$ cat src/pkg/usfe_regs.vh
// Purpose: constants for the setup field and event flag block
// Assumes: byte-addressed register port, 100 MHz clock
// Notes:   offsets are byte addresses, one aligned word each
`ifndef USFE_REGS_VH
`define USFE_REGS_VH
`define USFE_ADDR_W         8
`define USFE_OFF_INDEX      8'h00
`define USFE_OFF_LENGTH     8'h04
`define USFE_OFF_EVENT      8'h08
`define USFE_OFF_NAK_FLAGS  8'h0c
`define USFE_OFF_NAK_MASK   8'h10
`define USFE_OFF_DONE_FLAGS 8'h14
`define USFE_OFF_DONE_MASK  8'h18
`define USFE_OFF_ZERO_FLAGS 8'h1c
`define USFE_OFF_CONFIG     8'h20
`define USFE_BIT_SETUP      0
`define USFE_BIT_STAT_TOK   1
`define USFE_BIT_STAT_DONE  2
`define USFE_BIT_ZERO_LEN   3
`define USFE_BIT_SOF        4
`define USFE_BIT_CTRL_DONE  5
`define USFE_BIT_EP_DONE    6
`define USFE_BIT_NAK        7
`define USFE_MASK_LSB       8
`define USFE_BIT_CREATE_SOF 0
`define USFE_RESET_EVENT    16'h0000
`define USFE_RESET_FLAGS    8'h00
`define USFE_RESET_MASKS    8'h00
`define USFE_FRAME_TIME_NS  1000000
`define USFE_CLK_PERIOD_NS  10
`define USFE_FRAME_CYCLES   (`USFE_FRAME_TIME_NS / `USFE_CLK_PERIOD_NS)
`endif

$ cat src/rtl/usfe_flag_bank.v
// Purpose: bank of per-endpoint sticky flags with a gate mask
// Assumes: endpoint 0 takes no part, flag bit 0 reads as zero
// Notes:   set wins over clear in the same cycle
`default_nettype none
module usfe_flag_bank #(
  parameter WIDTH = 8
) (
  input  wire             clock_in,
  input  wire             reset_in,
  input  wire [WIDTH-1:0] set_in,
  input  wire             clear_all_in,
  input  wire             mask_we_in,
  input  wire [WIDTH-1:0] mask_wdata_in,
  output reg  [WIDTH-1:0] flags_out,
  output reg  [WIDTH-1:0] mask_out,
  output wire             any_out
);
  wire [WIDTH-1:0] next_flags;

  // the summary needs one enabled flag; a 1 in the mask enables the endpoint
  assign any_out = |(flags_out & mask_out);

  // each flag is sticky; a fresh event beats a clear arriving alongside it
  genvar i;
  generate
    for (i = 1; i < WIDTH; i = i + 1)
    begin : g_flag
      assign next_flags[i] = set_in[i] | (~clear_all_in & flags_out[i]);
    end
  endgenerate

  // endpoint 0 never contributes
  assign next_flags[0] = 1'b0;

  // one process owns the whole flag vector, so each bit has a single driver
  always @(posedge clock_in or posedge reset_in)
  begin
    if (reset_in)
      flags_out <= {WIDTH{1'b0}};
    else
      flags_out <= next_flags;
  end

  // mask register, enables all endpoints after reset is a software job
  always @(posedge clock_in or posedge reset_in)
  begin
    if (reset_in)
      mask_out <= {WIDTH{1'b0}};
    else if (mask_we_in)
      mask_out <= mask_wdata_in;
  end
endmodule
`default_nettype wire

$ cat src/rtl/usfe_top.v
// Purpose: setup index/length words and the main event flag register
// Assumes: link events arrive as one-cycle pulses synchronous to clock_in
// Notes:   one level interrupt covers all unmasked event flags
`include "usfe_regs.vh"
`default_nettype none
// How it works
// - index word holds setup bytes five, six
// - length word holds setup bytes seven, eight
// - mask one blocks flag from its pin
// - nak from nonzero endpoint sets nak flag
// - per-endpoint mask selects nak contributors
// - writing one to nak flag clears bank
// - nonzero endpoint transfer done sets flag
// - writing one clears per-endpoint done bank
// - endpoint zero transfer done sets flag
// - counted frame in create-sof mode, else sof token, sets flag
// - zero-length packet received sets flag
// - control-read status zero packet sets nothing
// - writing one clears per-endpoint zero bank unless zero-length packet received same cycle
// - setup token on endpoint zero sets flag
// - status stage done sets status-done flag
// - status packet in control read sets flag
module usfe_top #(
  parameter EP_COUNT     = 8,
  parameter FRAME_CYCLES = `USFE_FRAME_CYCLES
) (
  input  wire                   clock_in,
  input  wire                   reset_in,
  input  wire [`USFE_ADDR_W-1:0] addr_in,
  input  wire [31:0]            wdata_in,
  input  wire                   write_in,
  input  wire                   read_in,
  output reg  [31:0]            rdata_out,
  input  wire                   setup_byte_valid_in,
  input  wire [2:0]             setup_byte_num_in,
  input  wire [7:0]             setup_byte_in,
  input  wire                   setup_token_in,
  input  wire                   status_token_in,
  input  wire                   status_done_in,
  input  wire                   ctrl_done_in,
  input  wire                   sof_token_in,
  input  wire                   zero_len_rx_in,
  input  wire                   zero_len_status_rd_in,
  input  wire [EP_COUNT-1:0]    ep_nak_in,
  input  wire [EP_COUNT-1:0]    ep_done_in,
  input  wire [EP_COUNT-1:0]    ep_zero_len_in,
  output wire [7:0]             event_pins_out,
  output wire                   irq_out
);
  reg  [15:0]         index_word;
  reg  [15:0]         length_word;
  reg  [7:0]          event_flag;
  reg  [7:0]          event_mask;
  reg                 create_sof;
  reg  [31:0]         frame_count;
  reg  [7:0]          next_event_flag;
  reg  [7:0]          ev_set;
  reg  [EP_COUNT-1:0] zero_flags;
  reg  [31:0]         next_rdata;
  wire [EP_COUNT-1:0] nak_flags;
  wire [EP_COUNT-1:0] nak_mask;
  wire [EP_COUNT-1:0] done_flags;
  wire [EP_COUNT-1:0] done_mask;
  wire                nak_any;
  wire                done_any;
  wire                frame_tick;
  wire                wr_event;
  wire [EP_COUNT-1:0] ep_nz;

  // address match used by every write path
  function hit;
    input [`USFE_ADDR_W-1:0] a;
    input [`USFE_ADDR_W-1:0] off;
    begin
      hit = (a == off);
    end
  endfunction

  assign wr_event = write_in & hit(addr_in, `USFE_OFF_EVENT);
  assign ep_nz    = {{(EP_COUNT-1){1'b1}}, 1'b0};

  // capture setup bytes 5..8 as they stream in; earlier bytes belong elsewhere
  always @(posedge clock_in or posedge reset_in)
  begin
    if (reset_in)
    begin
      index_word  <= 16'h0000;
      length_word <= 16'h0000;
    end
    else if (setup_byte_valid_in)
    begin
      case (setup_byte_num_in)
        3'h4: index_word[7:0]   <= setup_byte_in;
        3'h5: index_word[15:8]  <= setup_byte_in;
        3'h6: length_word[7:0]  <= setup_byte_in;
        3'h7: length_word[15:8] <= setup_byte_in;
        default: ;
      endcase
    end
  end

  // per-endpoint banks; the summary write-one clears a whole bank
  usfe_flag_bank #(.WIDTH(EP_COUNT)) u_nak (
    .clock_in      (clock_in),
    .reset_in      (reset_in),
    .set_in        (ep_nak_in & ep_nz),
    .clear_all_in  (wr_event & wdata_in[`USFE_BIT_NAK]),
    .mask_we_in    (write_in & hit(addr_in, `USFE_OFF_NAK_MASK)),
    .mask_wdata_in (wdata_in[EP_COUNT-1:0]),
    .flags_out     (nak_flags),
    .mask_out      (nak_mask),
    .any_out       (nak_any)
  );

  usfe_flag_bank #(.WIDTH(EP_COUNT)) u_done (
    .clock_in      (clock_in),
    .reset_in      (reset_in),
    .set_in        (ep_done_in & ep_nz),
    .clear_all_in  (wr_event & wdata_in[`USFE_BIT_EP_DONE]),
    .mask_we_in    (write_in & hit(addr_in, `USFE_OFF_DONE_MASK)),
    .mask_wdata_in (wdata_in[EP_COUNT-1:0]),
    .flags_out     (done_flags),
    .mask_out      (done_mask),
    .any_out       (done_any)
  );

  // zero-length bank: status-stage packets of control reads are excluded
  always @(posedge clock_in or posedge reset_in)
  begin
    if (reset_in)
      zero_flags <= {EP_COUNT{1'b0}};
    else
      zero_flags <= (zero_len_status_rd_in ? zero_flags : (zero_flags | ep_zero_len_in))
                    & ~((wr_event & wdata_in[`USFE_BIT_ZERO_LEN] &
                         ~(zero_len_rx_in & ~zero_len_status_rd_in))
                        ? {EP_COUNT{1'b1}} : {EP_COUNT{1'b0}});
  end

  // self-generated frame timer; only runs in create-sof mode
  assign frame_tick = create_sof && (frame_count == FRAME_CYCLES - 1);
  always @(posedge clock_in or posedge reset_in)
  begin
    if (reset_in)
      frame_count <= 32'h00000000;
    else if (!create_sof || frame_tick)
      frame_count <= 32'h00000000;
    else
      frame_count <= frame_count + 32'h00000001;
  end

  // config register: frame mode select
  always @(posedge clock_in or posedge reset_in)
  begin
    if (reset_in)
      create_sof <= 1'b0;
    else if (write_in && hit(addr_in, `USFE_OFF_CONFIG))
      create_sof <= wdata_in[`USFE_BIT_CREATE_SOF];
  end

  // event set terms gathered in bit order
  always @*
  begin
    ev_set = 8'h00;
    ev_set[`USFE_BIT_SETUP]     = setup_token_in;
    ev_set[`USFE_BIT_STAT_TOK]  = status_token_in;
    ev_set[`USFE_BIT_STAT_DONE] = status_done_in;
    ev_set[`USFE_BIT_ZERO_LEN]  = zero_len_rx_in & ~zero_len_status_rd_in;
    ev_set[`USFE_BIT_SOF]       = create_sof ? frame_tick : sof_token_in;
    ev_set[`USFE_BIT_CTRL_DONE] = ctrl_done_in;
    // a bank being cleared this cycle must not re-arm its summary
    ev_set[`USFE_BIT_EP_DONE]   = |(ep_done_in & ep_nz)
                                  | (done_any & ~(wr_event & wdata_in[`USFE_BIT_EP_DONE]));
    ev_set[`USFE_BIT_NAK]       = |(ep_nak_in & ep_nz & nak_mask)
                                  | (nak_any & ~(wr_event & wdata_in[`USFE_BIT_NAK]));
  end

  // write-one clears each flag, but a same-cycle event keeps it set;
  // the summaries re-arm while any enabled bank bit is still standing
  always @*
  begin
    next_event_flag = event_flag;
    if (wr_event)
      next_event_flag = event_flag & ~wdata_in[7:0];
    next_event_flag = next_event_flag | ev_set;
  end

  always @(posedge clock_in or posedge reset_in)
  begin
    if (reset_in)
    begin
      event_flag <= `USFE_RESET_FLAGS;
      event_mask <= `USFE_RESET_MASKS;
    end
    else
    begin
      event_flag <= next_event_flag;
      if (wr_event)
        event_mask <= wdata_in[15:8]; // upper half ignores writes
    end
  end

  // pins: flag drives its pin only while its mask bit is clear
  assign event_pins_out = event_flag & ~event_mask;
  assign irq_out        = |event_pins_out;

  // read mux; upper half reads zero, unmapped addresses read zero
  always @*
  begin
    next_rdata = 32'h00000000;
    case (addr_in)
      `USFE_OFF_INDEX:      next_rdata = {16'h0000, index_word};
      `USFE_OFF_LENGTH:     next_rdata = {16'h0000, length_word};
      `USFE_OFF_EVENT:      next_rdata = {16'h0000, event_mask, event_flag};
      `USFE_OFF_NAK_FLAGS:  next_rdata[EP_COUNT-1:0] = nak_flags;
      `USFE_OFF_NAK_MASK:   next_rdata[EP_COUNT-1:0] = nak_mask;
      `USFE_OFF_DONE_FLAGS: next_rdata[EP_COUNT-1:0] = done_flags;
      `USFE_OFF_DONE_MASK:  next_rdata[EP_COUNT-1:0] = done_mask;
      `USFE_OFF_ZERO_FLAGS: next_rdata[EP_COUNT-1:0] = zero_flags;
      `USFE_OFF_CONFIG:     next_rdata[0] = create_sof;
      default:              next_rdata = 32'h00000000;
    endcase
  end

  // read data registered, valid only the cycle after the strobe
  always @(posedge clock_in or posedge reset_in)
  begin
    if (reset_in)
      rdata_out <= 32'h00000000;
    else if (read_in)
      rdata_out <= next_rdata;
    else
      rdata_out <= 32'h00000000;
  end
endmodule
`default_nettype wire

$ cat config.mk
export PLATFORM = sky130hd
export DESIGN_NAME = usfe_top
export DESIGN_NICKNAME = d
export VERILOG_FILES = /design/src/rtl/usfe_flag_bank.v /design/src/rtl/usfe_top.v
export VERILOG_INCLUDE_DIRS = /design/src /design/src/pkg
export SDC_FILE = /design/constraint.sdc
export NUM_CORES = 1
export LEC_CHECK = 0
export CORE_ASPECT_RATIO = 1.25
export CORE_UTILIZATION = 39
export CTS_CLUSTER_SIZE = 14
export DETAILED_ROUTE_END_ITERATION = 16
export DONT_BUFFER_PORTS = 1
export GPL_ROUTABILITY_DRIVEN = 0
export GPL_TIMING_DRIVEN = 0
export PLACE_DENSITY = 0.57
export SLEW_MARGIN = 5
export SYNTH_ARGS = -nofsm -noshare
export SYNTH_HDL_FRONTEND = slang
export SYNTH_SLANG_ARGS = --single-unit
$ cat constraint.sdc
create_clock -name clock_in -period 5.73 [get_ports clock_in]
set_clock_uncertainty 0.1 [all_clocks]
set_input_delay 1.4325 -clock clock_in [delete_from_list [all_inputs] [get_ports clock_in]]
set_output_delay 1.4325 -clock clock_in [all_outputs]
set_load 0.1 [all_outputs]
# Word-level counts from Yosys, hierarchy flattened

Cells that the tools add are included.

Flip-flop bits (word level): 151
Bits of input ports: 87
Word-level logic and storage cells: 106
Output and inout port bits: 41

Bitwise operators: 55
Muxes and demuxes: 9
Eq/ne operators: 13
Reductions and logical operators: 14
$add $sub $neg: 1

Operators by type and width:

| cell                                                                    | number |
|---|---|
| 32-bit 2-to-1 mux                                                       | 2 |
| 7-bit one-hot mux with 8 select lines                                   | 1 |
| 8-bit AND                                                               | 6 |
| 32-bit by 1-bit adder with 32-bit output, second input constant         | 1 |
| 32-bit by 17-bit equality test with 1-bit output, second input constant | 1 |
| 8-bit by 5-bit equality test with 1-bit output, second input constant   | 4 |
| 8-bit OR reduction                                                      | 4 |
| 1-bit AND                                                               | 24 |
| 8-bit 2-to-1 mux                                                        | 3 |
| 8-bit inverter                                                          | 3 |
| 8-bit one-hot mux with 3 select lines                                   | 1 |
| 8-bit by 4-bit equality test with 1-bit output, second input constant   | 2 |
| 1-bit bitwise OR                                                        | 16 |
| 8-bit bitwise OR                                                        | 2 |
| 3-bit equality test, second input constant                              | 4 |
| 8-bit by 3-bit equality test with 1-bit output, second input constant   | 1 |
| 8-bit by 6-bit equality test with 1-bit output, second input constant   | 1 |
| 8-bit zero test                                                         | 1 |
| 2-bit AND reduction                                                     | 4 |
| 1-bit one-hot mux with 7 select lines                                   | 1 |
| 7-bit OR reduction                                                      | 1 |
| 1-bit inverter                                                          | 4 |
| 1-bit logical AND                                                       | 2 |
| 1-bit zero test                                                         | 1 |
| other kinds (2)                                                         | 2 |

# Logic depth before layout (Yosys ltp)

Depth after elaboration: 7
Gate-level depth with buffers: 7
Depth with buffers taken out: 5

# By module

From an unflattened synthesis, not the netlist that was laid out.

Cell total of the unflattened synthesis: 577
Area total of the unflattened synthesis: 6565.0 µm²

Modules (own cells, without submodules):

| module         | area each (µm²) | sequential area each (µm²) | instances | cells an instance |
|---|---|---|---|---|
| usfe_top       | 5346.4          | 2627.5                     | 1         | 499 |
| usfe_flag_bank | 609.3           | 375.4                      | 2         | 39 |

# Worst setup path before layout

OpenSTA, ideal clock, no wires.

Kind: register to output
Start: register event_mask[6]
End: output port irq_out
Slack: 1.542 ns
Arrival time: 2.655 ns
Data required time: 4.198 ns
Buffers on the path: 0
Stages on the path, launching flop included: 4
Path through: dfrtp_1 -> nor2b_1 -> nor4_1 -> nand2_1

Cells in the longest elaborated chain, start to end: 3

Ends and longest elaborated chain:

| element                | RTL line       | source |
|---|---|---|
| start, declared        | usfe_top.v:53  | `reg [7:0] event_mask;` |
| start signal, assigned | usfe_top.v:192 | `` event_mask <= `USFE_RESET_MASKS; `` |
| start signal, assigned | usfe_top.v:198 | `event_mask <= wdata_in[15:8];` |
| 8-bit inverter         | usfe_top.v:203 | `assign event_pins_out = event_flag & ~event_mask;` |
| 8-bit AND              | usfe_top.v:203 |  |
| net event_pins_out[6]  | usfe_top.v:47  | `output wire [7:0] event_pins_out,` |
| 8-bit OR reduction     | usfe_top.v:204 | `assign irq_out = \|event_pins_out;` |
| end, declared          | usfe_top.v:48  | `output wire irq_out` |

The timed path passes the listed nets, and every way through them passes these cells.

# Worst setup path in the final report

Start: register event_flag[3]
End: output port irq_out

Cells in the longest elaborated chain, start to end: 2

Ends and longest elaborated chain:

| element                | RTL line       | source |
|---|---|---|
| start, declared        | usfe_top.v:52  | `reg [7:0] event_flag;` |
| start signal, assigned | usfe_top.v:191 | `` event_flag <= `USFE_RESET_FLAGS; `` |
| start signal, assigned | usfe_top.v:196 | `event_flag <= next_event_flag;` |
| 8-bit AND              | usfe_top.v:203 |  |
| net event_pins_out[3]  | usfe_top.v:47  |  |
| 8-bit OR reduction     | usfe_top.v:204 |  |

The timed path passes the listed nets, and every way through them passes these cells.

==> out/metrics.csv <==
stage,metric,value,unit
critical_path,Crit Path Category,reg2out,
critical_path,"slowest stage cell, crit path",nand2_1,
cts,clk sinks,135,
power,Pwr Density,300,mW/mm^2
yosys,"Seq/Total Area, Yosys",51.8,%
cts,cts hold-fix bufs,0,
cts,CTS tree,done,
sta,Setup WS post-layout,1.89,ns
route,DRC Markers,0,
die,Initial Util,40.1,%
sta,unrepaired setup endpoints after global routing,no,
layout,final non-filler cell total,855,
yosys,Synth Area in Adders,0.192,%
cts,H-Tree Depth,4,
sta,final hold violations,0,
yosys,post-synthesis xor/xnor area fraction,1.61,%
yosys,Yosys top cell by area,dfrtp_1,
yosys,"FFs w/ async S/R, synth",100,%
grt,M2 GR Usage,34.5,%
route,final wirelength,16700,microns
placed_design,dpl cells,824,
yosys,proportion of synthesized area in mux cells,16.2,%
grt,total gr overflow,0,
grt,first-pass GRT wire length,26600,microns
placed_design,port buffer count,0,
route,post-route antenna net violation count,0,
layout,utilization after layout,47.3,%
yosys,average size of a mapped cell,11.3,sq um
yosys,Post-synth top cells,"dfrtp_1 (135), mux2_2 (72), a21oi_1 (43)",
yosys,"count leader, synth",dfrtp_1,
power,peak supply drop,0.236,mV
die,chip height,147,microns
placed_design,Setup WS pre-CTS,2.03,ns
yosys,post-synth top area share,51.8,%
die,I/O Pins,128,
layout,Synth-to-Final Area Change,17.9,%
yosys,post-synthesis compound-gate area fraction,10.8,%
layout,Nets,715,
critical_path,Top delay family on crit path,simple AND/OR/NAND/NOR gates,
power,Lkg Pwr,3.05,nW
sta,Hold WS,0.402,ns
yosys,post-synthesis cell area,0.00652,sq mm
critical_path,Bufs and invs on worst path,2,
critical_path,Worst Setup Start Kind,flip-flop,
layout,share of layout cells above drive strength 1,24.9,%
cts,post-CTS sizing,0,
grt,routing usage on met1,23.0,%
route,Via Count,4792,
placed_design,DP HPWL,12600,microns
yosys,"Top FF cell, synth",dfrtp_1,
route,Vias per Instance,5.60,
yosys,synth top area cells,"dfrtp_1 (52%), mux2_2 (12%), a21oi_1 (3.3%), a21o_1 (2.4%), mux4_2 (2.4%)",
yosys,largest family of logic cells by synthesized area,multiplexers,
cts,Root Buffer Master,clkbuf_16,
grt,antenna violations before repair,2,
worst_hold_path,worst hold path class,reg2reg,
cts,CTS Buffer Depth,2,
sta,fin crit share,67.1,%
grt,largest net degree at the start of global routing,76,
critical_path,worst-path maximum fanout,3,
grt,met3 usage,5.82,%
power,power consumption,2.30,mW
cts,clk_lat worst skew,0.42,ns
grt,vias in the first global route,4861,
job,Max Cap Viol,0,
yosys,simple-gate share of the synthesized area,15.0,%
route,WL per Instance,19.5,microns
die,core area,0.0163,sq mm
yosys,number of flops mapped to enable cells by yosys,0,
yosys,Netlist cell types,52,
run_status,status,completed,
grt,GRT Overall Usage,20.4,%
cts,Clock transition at path regs,0.06,ns
critical_path,Worst EP arrival,2.31,ns
sta,final period demand of the worst path,3.84,ns
critical_path,R2R Setup Slk,3.03,ns
yosys,Synth warnings,0,
sta,Tightest Pin Transition,1.20,ns
yosys,Mapped Cells,576,
critical_path,Max stage delay on crit path,0.65,ns
die,Rows,52,
sta,Pins Over Slew Limit,0,
die,Die Wd,118,microns
sta,Final setup violation count,0,
grt,global route hottest layer,met2,
critical_path,Worst Setup End Kind,output port,
critical_path,CP Cell Sequence,nor2b_2 > buf_16 > buf_1 > nor4_1 > nand2_1,
sta,Max Freq,260,MHz
cts,clock buffer count from CTS,17,
route,initial DRC count,251,
die,die area,0.0172,sq mm
yosys,#FFs+latches synth,135,
cts,post-CTS setup buffers,0,
critical_path,Critical Path RT,4.20,ns
sta,Worst slew margin,19.3,%
route,DRT Pass-1 Iters,4,
==> layer usage <==
| metal | wire (microns) | up-vias | part of all wire (%) |
|---|---|---|---|
| li1 | - | 2191 | - |
| met1 | 6480 | 2417 | 39 |
| met2 | 8670 | 149 | 52 |
| met3 | 952 | 33 | 5.7 |
| met4 | 576 | 2 | 3.5 |
| met5 | 8 | - | 0.048 |
==> path summary, 6_finish.rpt <==
kind | to | cells past startpoint | startpoint
worst min-delay path | index_word[5] | 1 | index_word[5]
worst max register to register | frame_count[2] | 5 | frame_count[28]
min in group asynchronous | frame_count[3] | 1 | reset_in
worst max-delay path | irq_out | 5 | event_flag[3]
worst min register to register | index_word[5] | 1 | index_word[5]
max in group asynchronous | length_word[1] | 2 | reset_in
==> stage by stage <==
stage               instance area (sq um)  setup TNS, ns
floorplan                            6580              0
global placement                     6850         -98.76
detailed placement                   7150              0
CTS                                  7680              0
global route                         7690              0
finish                               7690              0
==> layout make-up <==
| type | instances | area (sq um) |
|---|---|---|
| clock buffers | 26 | 489 |
| repair buffers | 17 | 278 |
| plain buffers | 41 | 239 |
| flip-flops and latches | 135 | 3380 |
| inverters | 11 | 46.3 |
| clock inverters | 4 | 45.0 |
| well taps | 216 | 270 |
| fillers | 1484 | 8580 |
| multi-input cells | 404 | 2940 |
| diodes | 1 | 2.50 |
==> layout by cell type, fill, tap and decap left out, types with 3 or more instances in the layout <==
master,netlist,final
o31ai_1,8,8
mux2i_1,9,9
buf_4,19,19
a21oi_1,43,43
mux2_2,72,72
and4_1,3,3
nor2b_2,0,8
nor4_1,13,13
nand3_1,14,14
or4_1,11,11
clkbuf_16,0,17
nor3_1,11,11
or3_1,10,10
inv_1,11,10
mux4_2,7,7
a21o_1,21,21
buf_16,0,9
nor2b_1,11,3
o21ai_0,11,11
clkbuf_8,0,3
dfrtp_1,135,135
nand2_1,33,33
nor2_1,41,41
xnor2_1,10,10
nand4_1,13,13
and2_1,3,3
buf_2,10,10
clkinv_2,0,3
conb_1,1,16
clkbuf_1,9,15
buf_1,2,10
a22oi_1,11,11
==> power breakdown <==
part / leakage, nW / switching [mW] / internal [mW]
combinational: 1.13 / 0.152 / 0.109
clock: 0.264 / 0.371 / 0.624
sequential: 1.66 / 0.0350 / 1.01
==> worst reg2reg max path, cell delays in order, from the launching register on <==
cell	delay, ns
dfrtp_1	0.43
nor4_1	0.36
nand4_1	0.27
o41ai_2	0.91
buf_2	0.41
nor2_1	0.09
==> sequential cells by signal, summed over array words and instances, names as in the netlist, 8 cells and up <==
name and cells:
rdata_out 16, zero_flags 8, length_word 16, event_flag 8
event_mask 8, frame_count 32, u_nak.mask_out 8, u_done.mask_out 8
index_word 16
==> cells by family after synthesis <==
| family | count (synthesis) |
|---|---|
| and+or+nand+nor | 178 |
| DFF | 135 |
| AOI/OAI and AO/OA | 109 |
| muxes | 88 |
| buffers and inverters | 52 |
| xor gates and xnor gates | 12 |
| adders and majority gates | 1 |
| other | 1 |
Note: power is estimated with default switching activity, not from simulation.
